<file path="src/lcrb_pkg.sv">
/*
 * lcrb_pkg: constants and types for the lane configuration register bank:
 * register offsets, reset values, field positions, detect modes and timing.
 * Assumes a single 125 MHz system clock; included by package name only.
 */
package lcrb_pkg;

  // register offsets on the serial management bus
  localparam logic [7:0] OFS_IDLE_CTRL = 8'h15;
  localparam logic [7:0] OFS_BOOST = 8'h16;
  localparam logic [7:0] OFS_SWING = 8'h17;
  localparam logic [7:0] OFS_DEEMPH = 8'h18;
  localparam logic [7:0] OFS_THRESH = 8'h19;
  localparam logic [7:0] OFS_SPARE = 8'h1a;
  localparam logic [7:0] OFS_SIGDET = 8'h1b;

  // reset values
  localparam logic [7:0] RST_IDLE_CTRL = 8'h00;
  localparam logic [7:0] RST_BOOST = 8'h2f;
  localparam logic [7:0] RST_SWING = 8'had;
  localparam logic [4:0] RST_DEEMPH_CTRL = 5'h02;
  localparam logic [7:0] RST_THRESH = 8'h00;
  localparam logic [7:0] RST_SIGDET = 8'h00;
  localparam logic [7:0] READ_ZERO = 8'h00;

  // field positions
  localparam int IDLE_MANUAL_BIT = 5;
  localparam int IDLE_FORCE_BIT = 4;
  localparam int FAR_RECEIVER_DETECT_MODE_MSB = 3;
  localparam int FAR_RECEIVER_DETECT_MODE_LSB = 2;
  localparam int SCP_BIT = 7;
  localparam int RATE_CLASS_BIT = 6;
  localparam int SWING_MSB = 2;
  localparam int DEEMPH_LVL_MSB = 2;
  localparam int TH_ASSERT_MSB = 3;
  localparam int TH_ASSERT_LSB = 2;
  localparam int TH_DEASSERT_MSB = 1;
  localparam int SIGDET_OFF_BIT = 2;
  localparam int SIGDET_ON_BIT = 1;

  // far receiver detect modes
  localparam logic [1:0] FAR_RECEIVER_DETECT_MODE_HIGHZ = 2'h0;
  localparam logic [1:0] FAR_RECEIVER_DETECT_MODE_LIMITED = 2'h1;
  localparam logic [1:0] FAR_RECEIVER_DETECT_MODE_ENDLESS = 2'h2;
  localparam logic [1:0] FAR_RECEIVER_DETECT_MODE_FORCED = 2'h3;

  // link rate code shown when the rate strap is not automatic
  localparam logic [1:0] RATE_GEN1 = 2'h0;

  // probe timing
  localparam int CLK_HZ = 125_000_000;
  localparam int PROBE_PERIOD_MS = 12;
  localparam int PROBE_WINDOW_MS = 600;
  localparam int PROBE_PERIOD_CYC = CLK_HZ / 1000 * PROBE_PERIOD_MS;
  localparam int PROBE_LIMIT = PROBE_WINDOW_MS / PROBE_PERIOD_MS;

  // bus slave address, value arbitrary
  localparam logic [6:0] SMB_ADDR_DEFAULT = 7'h2c;

  // analog lane settings taken from the registers
  typedef struct packed {
    logic [7:0] input_boost_level;
    logic scp_enable;
    logic rate_class_gen12;
    logic [2:0] output_swing_level;
    logic [2:0] deemphasis_level;
    logic [1:0] idle_assert_th;
    logic [1:0] idle_deassert_th;
  } lcrb_lane_cfg_s;

endpackage

</file>
<file path="src/lcrb_rx_probe_seq.sv">
/*
 * lcrb_rx_probe_seq: far receiver probe sequencer for one lane.
 * Assumes probe_hit is already synchronised to clk_sys.
 */
`timescale 1ns/100ps
module lcrb_rx_probe_seq #(
  parameter int PERIOD_CYC = lcrb_pkg::PROBE_PERIOD_CYC,
  parameter int TRY_LIMIT = lcrb_pkg::PROBE_LIMIT
) (
  // clock and reset
  input wire logic clk_sys,
  input wire logic resetn,
  // control and result
  input wire logic [1:0] mode,
  input wire logic probe_hit,
  // probe strobe and status
  output logic probe_pulse,
  output logic present
);

  localparam int CNT_W = $clog2(PERIOD_CYC + 1);
  localparam int TRY_W = $clog2(TRY_LIMIT + 1);
  localparam logic [CNT_W-1:0] CNT_LAST = CNT_W'(PERIOD_CYC - 1);
  localparam logic [TRY_W-1:0] TRY_MAX = TRY_W'(TRY_LIMIT);
  localparam logic [TRY_W-1:0] TRY_ONE = TRY_W'(1);

  typedef enum logic [1:0] {ps_off, ps_wait, ps_stop} lcrb_probe_e;

  lcrb_probe_e state;
  logic [CNT_W-1:0] cnt;
  logic [TRY_W-1:0] tries;
  logic [1:0] mode_q;

  // refuse settings the counters cannot serve
  if (PERIOD_CYC < 2 || TRY_LIMIT < 1) begin : g_bad_param
    $error("lcrb_rx_probe_seq: period or try limit too small");
  end

  // probe every period until found; limited mode gives up after the limit
  always_ff @(posedge clk_sys or negedge resetn) begin
    if (!resetn) begin
      state <= ps_off;
      cnt <= '0;
      tries <= '0;
      probe_pulse <= 1'b0;
      present <= 1'b0;
      mode_q <= lcrb_pkg::FAR_RECEIVER_DETECT_MODE_HIGHZ;
    end else begin
      probe_pulse <= 1'b0;
      mode_q <= mode;
      if (mode != mode_q) begin
        state <= ps_off; // restart on any mode change
        present <= 1'b0;
      end else begin
        case (state)
          ps_off: begin
            if (mode == lcrb_pkg::FAR_RECEIVER_DETECT_MODE_LIMITED ||
                mode == lcrb_pkg::FAR_RECEIVER_DETECT_MODE_ENDLESS) begin
              probe_pulse <= 1'b1;
              tries <= TRY_ONE;
              cnt <= '0;
              state <= ps_wait;
            end
          end
          ps_wait: begin
            if (probe_hit) begin
              present <= 1'b1;
              state <= ps_stop;
            end else if (cnt == CNT_LAST) begin
              cnt <= '0;
              if (mode == lcrb_pkg::FAR_RECEIVER_DETECT_MODE_LIMITED && tries == TRY_MAX) begin
                state <= ps_stop;
              end else begin
                probe_pulse <= 1'b1;
                tries <= tries + TRY_ONE;
              end
            end else begin
              cnt <= cnt + CNT_W'(1);
            end
          end
          default: begin
            state <= ps_stop; // found or gave up: hold until mode changes
          end
        endcase
      end
    end
  end

endmodule

</file>
<file path="src/lcrb_lane_config_bank.sv">
/*
 * lcrb_lane_config_bank: lane one configuration and status registers plus
 * the lane two signal detect force register, as a serial management bus
 * slave (byte write, byte read, auto increment on multi-byte transfers).
 * Assumes bus pins and analog status arrive asynchronously to clk_sys and
 * that the pad resolves the open-drain data line from smb_sda_oe.
 */
`timescale 1ns/100ps

// Function
// - manual idle bit selects forced muting; clear lets idle detect mute
// - under manual control the force bit mutes the output, zero drives it
// - detect mode 00 keeps input termination high impedance
// - mode 01 probes every 12 ms, 50 attempts, then stops if nothing found
// - mode 10 probes every 12 ms without limit until a receiver is found
// - automatic modes hold high impedance until found, then 50 ohm
// - mode 11 forces 50 ohm termination; register wins over the strap
// - eight-bit input boost register, 256 levels, reset 0x2f
// - swing register bit 7 enables short-circuit protection; reset 0xad
// - rate class bit: one picks gen 1/2, zero gen 3; overrides strap
// - three-bit swing code 000..111 gives 0.7 V..1.4 V, default 101
// - read-only bit 7 of de-emphasis register shows far receiver found
// - bits 6:5 report link rate, valid only with automatic rate strap
// - three-bit de-emphasis code 000..111, 0 to -12 dB, default 010
// - assert threshold bits 3:2 pick the level; override threshold strap
// - de-assert threshold bits 1:0 pick the level, default code 00
// - force-off bit 2 holds lane two signal detect low
// - force-on bit 1 holds lane two signal detect high while force-off bit 2 is clear
module lcrb_lane_config_bank #(
  parameter logic [6:0] SMB_ADDR = lcrb_pkg::SMB_ADDR_DEFAULT,
  parameter int PROBE_PERIOD_CYC = lcrb_pkg::PROBE_PERIOD_CYC,
  parameter int PROBE_LIMIT = lcrb_pkg::PROBE_LIMIT
) (
  // clock and reset
  input wire logic clk_sys,
  input wire logic resetn,
  // serial management bus pins
  input wire logic smb_scl_in,
  input wire logic smb_sda_in,
  output logic smb_sda_out,
  output logic smb_sda_oe,
  // analog lane status, asynchronous
  input wire logic probe_hit_in,
  input wire logic auto_idle_in,
  input wire logic lane2_raw_sigdet_in,
  input wire logic rate_strap_auto_in,
  input wire logic [1:0] link_rate_in,
  // lane controls
  output logic lane_mute,
  output logic term_50ohm,
  output logic rx_probe,
  output logic lane2_sigdet,
  output lcrb_pkg::lcrb_lane_cfg_s lane1_cfg
);

  typedef enum logic [3:0] {
    st_idle, st_addr, st_addr_ack, st_cmd, st_cmd_ack,
    st_wdata, st_wdata_ack, st_rdata, st_rdata_ack
  } lcrb_smb_e;

  localparam int SYNC_W = 8;
  // bus lines idle high, lane status idle low: no false mute after reset
  localparam logic [SYNC_W-1:0] SYNC_IDLE = {2'b11, {(SYNC_W-2){1'b0}}};

  logic [SYNC_W-1:0] sync_meta;
  logic [SYNC_W-1:0] sync_q;
  logic scl_s, sda_s, probe_hit_s, auto_idle_s, sigdet_s, strap_auto_s;
  logic [1:0] link_rate_s;
  logic scl_prev, sda_prev;
  logic scl_rise, scl_fall, bus_start, bus_stop;

  lcrb_smb_e state;
  logic [3:0] bitcnt;
  logic [7:0] shreg;
  logic [7:0] txreg;
  logic [7:0] ptr;
  logic rw_read;
  logic wr_en;
  logic [7:0] wr_addr;
  logic [7:0] wr_data;

  logic [7:0] idle_ctrl;
  logic [7:0] boost;
  logic [7:0] swing;
  logic [4:0] deemph_ctrl;
  logic [7:0] thresh;
  logic [7:0] sigdet_force;
  logic far_present;
  logic probe_pulse;
  logic [1:0] rate_shown;
  logic [7:0] rd_data;
  logic [1:0] far_receiver_detect_mode_mode;

  // two-flop synchroniser for every asynchronous input
  always_ff @(posedge clk_sys or negedge resetn) begin
    if (!resetn) begin
      sync_meta <= SYNC_IDLE;
      sync_q <= SYNC_IDLE;
    end else begin
      sync_meta <= {smb_scl_in, smb_sda_in, probe_hit_in, auto_idle_in,
                    lane2_raw_sigdet_in, rate_strap_auto_in, link_rate_in};
      sync_q <= sync_meta;
    end
  end

  assign {scl_s, sda_s, probe_hit_s, auto_idle_s, sigdet_s, strap_auto_s,
          link_rate_s} = sync_q;

  // bus line history for edge and condition detection
  always_ff @(posedge clk_sys or negedge resetn) begin
    if (!resetn) begin
      scl_prev <= 1'b1;
      sda_prev <= 1'b1;
    end else begin
      scl_prev <= scl_s;
      sda_prev <= sda_s;
    end
  end

  // clock edges, start and stop seen on the synchronised lines
  assign scl_rise = scl_s & ~scl_prev;
  assign scl_fall = ~scl_s & scl_prev;
  assign bus_start = scl_s & scl_prev & sda_prev & ~sda_s;
  assign bus_stop = scl_s & scl_prev & ~sda_prev & sda_s;

  // read multiplexer; unmapped and spare offsets read as zero
  always_comb begin
    if (ptr == lcrb_pkg::OFS_IDLE_CTRL) begin
      rd_data = idle_ctrl;
    end else if (ptr == lcrb_pkg::OFS_BOOST) begin
      rd_data = boost;
    end else if (ptr == lcrb_pkg::OFS_SWING) begin
      rd_data = swing;
    end else if (ptr == lcrb_pkg::OFS_DEEMPH) begin
      rd_data = {far_present, rate_shown, deemph_ctrl};
    end else if (ptr == lcrb_pkg::OFS_THRESH) begin
      rd_data = thresh;
    end else if (ptr == lcrb_pkg::OFS_SIGDET) begin
      rd_data = sigdet_force;
    end else begin
      rd_data = lcrb_pkg::READ_ZERO;
    end
  end

  // link rate is only meaningful with the automatic rate strap
  assign rate_shown = strap_auto_s ? link_rate_s : lcrb_pkg::RATE_GEN1;

  // bus slave: byte protocol, acknowledge and read shifting
  always_ff @(posedge clk_sys or negedge resetn) begin
    if (!resetn) begin
      state <= st_idle;
      bitcnt <= 4'h0;
      shreg <= 8'h00;
      txreg <= 8'h00;
      ptr <= 8'h00;
      rw_read <= 1'b0;
      wr_en <= 1'b0;
      wr_addr <= 8'h00;
      wr_data <= 8'h00;
      smb_sda_oe <= 1'b0;
    end else begin
      wr_en <= 1'b0;
      if (bus_start) begin
        state <= st_addr; // start or repeated start keeps the pointer
        bitcnt <= 4'h0;
        smb_sda_oe <= 1'b0;
      end else if (bus_stop) begin
        state <= st_idle;
        smb_sda_oe <= 1'b0;
      end else if (scl_rise) begin
        case (state)
          st_addr, st_cmd, st_wdata: begin
            if (bitcnt != 4'h8) begin
              shreg <= {shreg[6:0], sda_s};
              bitcnt <= bitcnt + 4'h1;
            end
          end
          st_rdata: begin
            bitcnt <= bitcnt + 4'h1;
          end
          st_rdata_ack: begin
            if (sda_s) begin
              state <= st_idle; // host refused more data
            end else begin
              ptr <= ptr + 8'h01;
            end
          end
          default: begin
          end
        endcase
      end else if (scl_fall) begin
        case (state)
          st_addr: begin
            if (bitcnt == 4'h8) begin
              if (shreg[7:1] == SMB_ADDR) begin
                rw_read <= shreg[0];
                state <= st_addr_ack;
                smb_sda_oe <= 1'b1;
              end else begin
                state <= st_idle;
              end
            end
          end
          st_addr_ack: begin
            bitcnt <= 4'h0;
            if (rw_read) begin
              txreg <= rd_data;
              smb_sda_oe <= ~rd_data[7];
              state <= st_rdata;
            end else begin
              smb_sda_oe <= 1'b0;
              state <= st_cmd;
            end
          end
          st_cmd: begin
            if (bitcnt == 4'h8) begin
              ptr <= shreg;
              smb_sda_oe <= 1'b1;
              state <= st_cmd_ack;
            end
          end
          st_wdata: begin
            if (bitcnt == 4'h8) begin
              wr_en <= 1'b1;
              wr_addr <= ptr;
              wr_data <= shreg;
              smb_sda_oe <= 1'b1;
              state <= st_wdata_ack;
            end
          end
          st_cmd_ack, st_wdata_ack: begin
            if (state == st_wdata_ack) begin
              ptr <= ptr + 8'h01;
            end
            smb_sda_oe <= 1'b0;
            bitcnt <= 4'h0;
            state <= st_wdata;
          end
          st_rdata: begin
            if (bitcnt == 4'h8) begin
              smb_sda_oe <= 1'b0; // release for the host acknowledge
              state <= st_rdata_ack;
            end else begin
              smb_sda_oe <= ~txreg[3'(4'h7 - bitcnt)];
            end
          end
          st_rdata_ack: begin
            txreg <= rd_data;
            smb_sda_oe <= ~rd_data[7];
            bitcnt <= 4'h0;
            state <= st_rdata;
          end
          default: begin
            smb_sda_oe <= 1'b0;
          end
        endcase
      end
    end
  end

  // open drain: only ever pull low
  assign smb_sda_out = 1'b0;

  // register file; values hold until reset or the next write
  always_ff @(posedge clk_sys or negedge resetn) begin
    if (!resetn) begin
      idle_ctrl <= lcrb_pkg::RST_IDLE_CTRL;
      boost <= lcrb_pkg::RST_BOOST;
      swing <= lcrb_pkg::RST_SWING;
      deemph_ctrl <= lcrb_pkg::RST_DEEMPH_CTRL;
      thresh <= lcrb_pkg::RST_THRESH;
      sigdet_force <= lcrb_pkg::RST_SIGDET;
    end else if (wr_en) begin
      if (wr_addr == lcrb_pkg::OFS_IDLE_CTRL) begin
        idle_ctrl <= wr_data;
      end else if (wr_addr == lcrb_pkg::OFS_BOOST) begin
        boost <= wr_data;
      end else if (wr_addr == lcrb_pkg::OFS_SWING) begin
        swing <= wr_data; // stored as written
      end else if (wr_addr == lcrb_pkg::OFS_DEEMPH) begin
        deemph_ctrl <= wr_data[4:0]; // status bits ignore writes
      end else if (wr_addr == lcrb_pkg::OFS_THRESH) begin
        thresh <= wr_data;
      end else if (wr_addr == lcrb_pkg::OFS_SIGDET) begin
        sigdet_force <= wr_data;
      end
    end
  end

  assign far_receiver_detect_mode_mode = idle_ctrl[lcrb_pkg::FAR_RECEIVER_DETECT_MODE_MSB:lcrb_pkg::FAR_RECEIVER_DETECT_MODE_LSB];

  // far receiver probe sequencer
  lcrb_rx_probe_seq #(
    .PERIOD_CYC(PROBE_PERIOD_CYC),
    .TRY_LIMIT(PROBE_LIMIT)
  ) u_probe (
    .clk_sys(clk_sys),
    .resetn(resetn),
    .mode(far_receiver_detect_mode_mode),
    .probe_hit(probe_hit_s),
    .probe_pulse(probe_pulse),
    .present(far_present)
  );

  // registered lane controls
  always_ff @(posedge clk_sys or negedge resetn) begin
    if (!resetn) begin
      lane_mute <= 1'b0;
      term_50ohm <= 1'b0;
      rx_probe <= 1'b0;
      lane2_sigdet <= 1'b0;
    end else begin
      rx_probe <= probe_pulse;
      if (idle_ctrl[lcrb_pkg::IDLE_MANUAL_BIT]) begin
        lane_mute <= idle_ctrl[lcrb_pkg::IDLE_FORCE_BIT];
      end else begin
        lane_mute <= auto_idle_s;
      end
      case (far_receiver_detect_mode_mode)
        lcrb_pkg::FAR_RECEIVER_DETECT_MODE_HIGHZ: term_50ohm <= 1'b0;
        lcrb_pkg::FAR_RECEIVER_DETECT_MODE_FORCED: term_50ohm <= 1'b1;
        default: term_50ohm <= far_present;
      endcase
      if (sigdet_force[lcrb_pkg::SIGDET_OFF_BIT]) begin
        lane2_sigdet <= 1'b0;
      end else if (sigdet_force[lcrb_pkg::SIGDET_ON_BIT]) begin
        lane2_sigdet <= 1'b1;
      end else begin
        lane2_sigdet <= sigdet_s;
      end
    end
  end

  // analog settings straight from register flops; straps have no say
  assign lane1_cfg.input_boost_level = boost;
  assign lane1_cfg.scp_enable = swing[lcrb_pkg::SCP_BIT];
  assign lane1_cfg.rate_class_gen12 = swing[lcrb_pkg::RATE_CLASS_BIT];
  assign lane1_cfg.output_swing_level = swing[lcrb_pkg::SWING_MSB:0];
  assign lane1_cfg.deemphasis_level =
    deemph_ctrl[lcrb_pkg::DEEMPH_LVL_MSB:0];
  assign lane1_cfg.idle_assert_th =
    thresh[lcrb_pkg::TH_ASSERT_MSB:lcrb_pkg::TH_ASSERT_LSB];
  assign lane1_cfg.idle_deassert_th =
    thresh[lcrb_pkg::TH_DEASSERT_MSB:0];

endmodule

</file>
<file path="config.mk">
export PLATFORM = sky130hd
export DESIGN_NAME = lcrb_lane_config_bank
export DESIGN_NICKNAME = d
export VERILOG_FILES = /design/src/lcrb_pkg.sv /design/src/lcrb_rx_probe_seq.sv /design/src/lcrb_lane_config_bank.sv
export SDC_FILE = /design/constraint.sdc
export NUM_CORES = 1
export LEC_CHECK = 0
export BUFFER_PORTS_ARGS = -buffer_cell sky130_fd_sc_hd__buf_2
export CAP_MARGIN = 0
export CORE_ASPECT_RATIO = 0.7
export CORE_MARGIN = 4
export CORE_UTILIZATION = 60
export CTS_CLUSTER_SIZE = 8
export DETAILED_ROUTE_END_ITERATION = 12
export HOLD_SLACK_MARGIN = 0.03
export PLACE_DENSITY = 0.78
export REMOVE_ABC_BUFFERS = 1
export SYNTH_ARGS = -nofsm -noshare
export SYNTH_HDL_FRONTEND = slang
export SYNTH_SLANG_ARGS = --single-unit
</file>
<file path="constraint.sdc">
create_clock -name clk_sys -period 4.2 [get_ports clk_sys]
set_clock_uncertainty 0.1 [all_clocks]
set_input_delay 0.63 -clock clk_sys [delete_from_list [all_inputs] [get_ports clk_sys]]
set_output_delay 0.63 -clock clk_sys [all_outputs]
set_load 0.005 [all_outputs]
</file>
==> results.toml <==
[setup_path]
crit_fanout = 13
critPathRequiredTime_ns = 4.39
setup.worst_path.class = "register to register"
cp-end-kind = "register"
critPathLaunchType = "register"
crit_arrival_ns = 3.30

[pwr]
leakagePower_nw = 3.757
p_int_mw = 2.435
p_seq_share_pct = 47.7
peakVddDrop_uv = 277.4
power.total_mw = 3.382
p_per_area_nw_per_um2 = 407.8
p_sw_share_pct = 28.00
switchingPower_mw = 0.9470
combPwrFrac_pct = 8.4
clockPowerShare_pct = 43.9

[global_routing]
grt_pass1_vias = 5445
grt_max_degree = 111
grt-ovfl-total = 0
grt_use_total_pct = 25.57
antenna_found_initial = 0
grt_pass1_wl_um = 28970

[min_path]
hold_path.class = "input pin to register"

[sta]
maxSlewViolCount = 0
fin_crit_sh_pct = 74.12
max_freq_mhz = 321.2
worst_pin_slew_ns = 1.131
fin_hold_ws_ns = 0.2003
hold_viol = 0
post-route-min-period_ns = 3.113
tns_ns = 0
slew_headroom_pct = 24.37
finalSetupViolations = 0
rsz0062_at_grt = "no"

[place]
dp_hpwl_um = 11910
place_congestion = 0.8950
io_buffers = 34

[yosys]
synth-xor-area-share_pct = 1.722
syn_area_um2 = 7555
synth_top_family_by_area = "simple AND/OR/NAND/NOR gates"
synth_edf_count = 0
yosysWarningCount = 0
muxShareOfSynthArea_pct = 12.55
ys_seq_area_share_pct = 50.30
syn_area_per_cell_um2 = 11.13
synthFlopType = "dfrtp_1"
syn_inst = 679
ys_ff_latch = 151
yosys.area_share.simple_pct = 16.93
async_reset_ff_share_pct = 100.0
synthAdderAreaFrac_pct = 2.319
synth_compound_area_share_pct = 12.11
ys_types = 78

[layout]
regMostFlops = "u_probe.cnt"
diodes = 0
drive_gt1_share_pct = 24.89
nFillCells = 842
layout_common_cells = "134 x dfrtp_1, 62 x mux2_2, 48 x nand2_1, 42 x nor2_1, 33 x buf_2"
syn_to_final_growth_pct = 9.771
seqCellArea_um2 = 3800
nNetsFinal = 714
largest_register_ffs = 21
multi_input_area_um2 = 3451
fin_util_pct = 69.02
final_common_cell = "dfrtp_1"

[clock_tree]
cts_tree = "yes"
cts_root_buf = "clkbuf_16"
post_cts_resized = 0
hold_buffers = 0
htree_levels = 4
cts_buffer_depth = 2
clk_latency_ns = 0.43
cts_made_buffers = 17
clkTransAtPathRegs_ns = 0.07
post_cts_buffers = 0
cts.sinks = 151

[detailed_routing]
wirelength_um = 17470
drt_drc_violations_left = 0
first_iter_violations = 749
drt-pass1-iter-count = 6
vias = 5545
antenna_left = 0
wl_per_cell_um = 20.32
vias_per_cell = 6.448

[floorplan]
die-width_um = 142.1
dieArea_um2 = 14480
dieHeight_um = 101.9
core_area_um2 = 12020
io_pins = 36
rows = 33
initial_core_util_pct = 62.88

[job]
drv_cap = 0

[run_status]
outcome = "finished, final reports clean"
metrics by stage:
stage / worst slack, ns / instance area [um2] / instances
after floorplan: 1.504 / 7311 / 634
after global placement: 1.246 / 7706 / 828
after detailed placement: 1.150 / 7706 / 828
after CTS: 1.115 / 8293 / 860
after global routing: 0.8825 / 8293 / 860
final: 1.087 / 8293 / 860
routing by layer:
metal	GRT usage [%]	vias up	wire length [um]
met1	38.56	2768	8400
met5	0	-	0
met4	7.670	0	239
met2	37.66	220	7720
li1	-	2527	-
met3	5.379	30	1112
cells in the mapped netlist (all sizes together) (7+ instances only):
cell / number / area share, %
a21oi: 24 / 1.6
a221oi: 8 / 0.93
a31oi: 8 / 0.66
and3: 7 / 0.58
buf: 19 / 1.9
clkbuf: 26 / 1.3
dfrtp: 134 / 44
dfstp: 17 / 5.9
ha: 14 / 2.3
inv: 16 / 0.79
mux2: 71 / 11
mux2i: 7 / 0.93
nand2: 48 / 2.4
nand2b: 14 / 1.2
nand3: 23 / 1.5
nand3b: 7 / 0.70
nand4: 17 / 1.4
nor2: 42 / 2.1
nor2b: 12 / 0.99
nor3: 10 / 0.94
o21ai: 30 / 2.0
or3: 10 / 0.89
or4: 8 / 0.84
xor2: 11 / 1.3
layout make-up:
class	instances	area share (%)
tap	157	2.369
clock buffer	17	5.130
clock inverter	15	1.946
inverter	16	0.7242
sequential	151	45.82
multi-input combinational	467	41.61
timing repair buffer	37	2.399
worst max-delay path, cell delays in order, from the launching register on:
cell and delay (ns):
dfrtp_1 0.47, nor4b_2 1.00, nand3_1 0.68, o21ai_0 0.42
a2bb2oi_1 0.22, o21ai_1 0.08
worst paths after layout:
| check | from | end | slack (ns) | cells past startpoint |
|---|---|---|---|---|
| min in group asynchronous | resetn | state[0] | 0.21 | 1 |
| worst max-delay path | ptr[5] | txreg[1] | 1.09 | 5 |
| worst max register to register | ptr[5] | txreg[1] | 1.09 | 5 |
| worst min-delay path | smb_sda_in | sync_meta[6] | 0.20 | 1 |
| max in group asynchronous | resetn | swing[0] | 2.81 | 2 |
| worst min register to register | sync_meta[0] | sync_q[0] | 0.25 | 0 |
power by group through the flow:
stage | clock network, mW | registers [mW] | logic, mW
3_5_place_dp | 0 | 1.64 | 0.282
2_1_floorplan | 0 | 1.60 | 0.200
4_1_cts | 1.51 | 1.61 | 0.283
6_report | 1.49 | 1.61 | 0.283
3_3_place_gp | 0 | 1.63 | 0.277
5_1_grt | 1.58 | 1.62 | 0.322
cell families (layout without fill, tap and decap cells):
group	count (synthesis)	in the layout
other cells	1	1
xor+xnor	14	14
simple gates	227	227
flops	151	151
fa+ha+maj	14	14
compound gates	131	131
buf+inv	61	85
mux	80	80
Power figures use the tool's default switching activity.
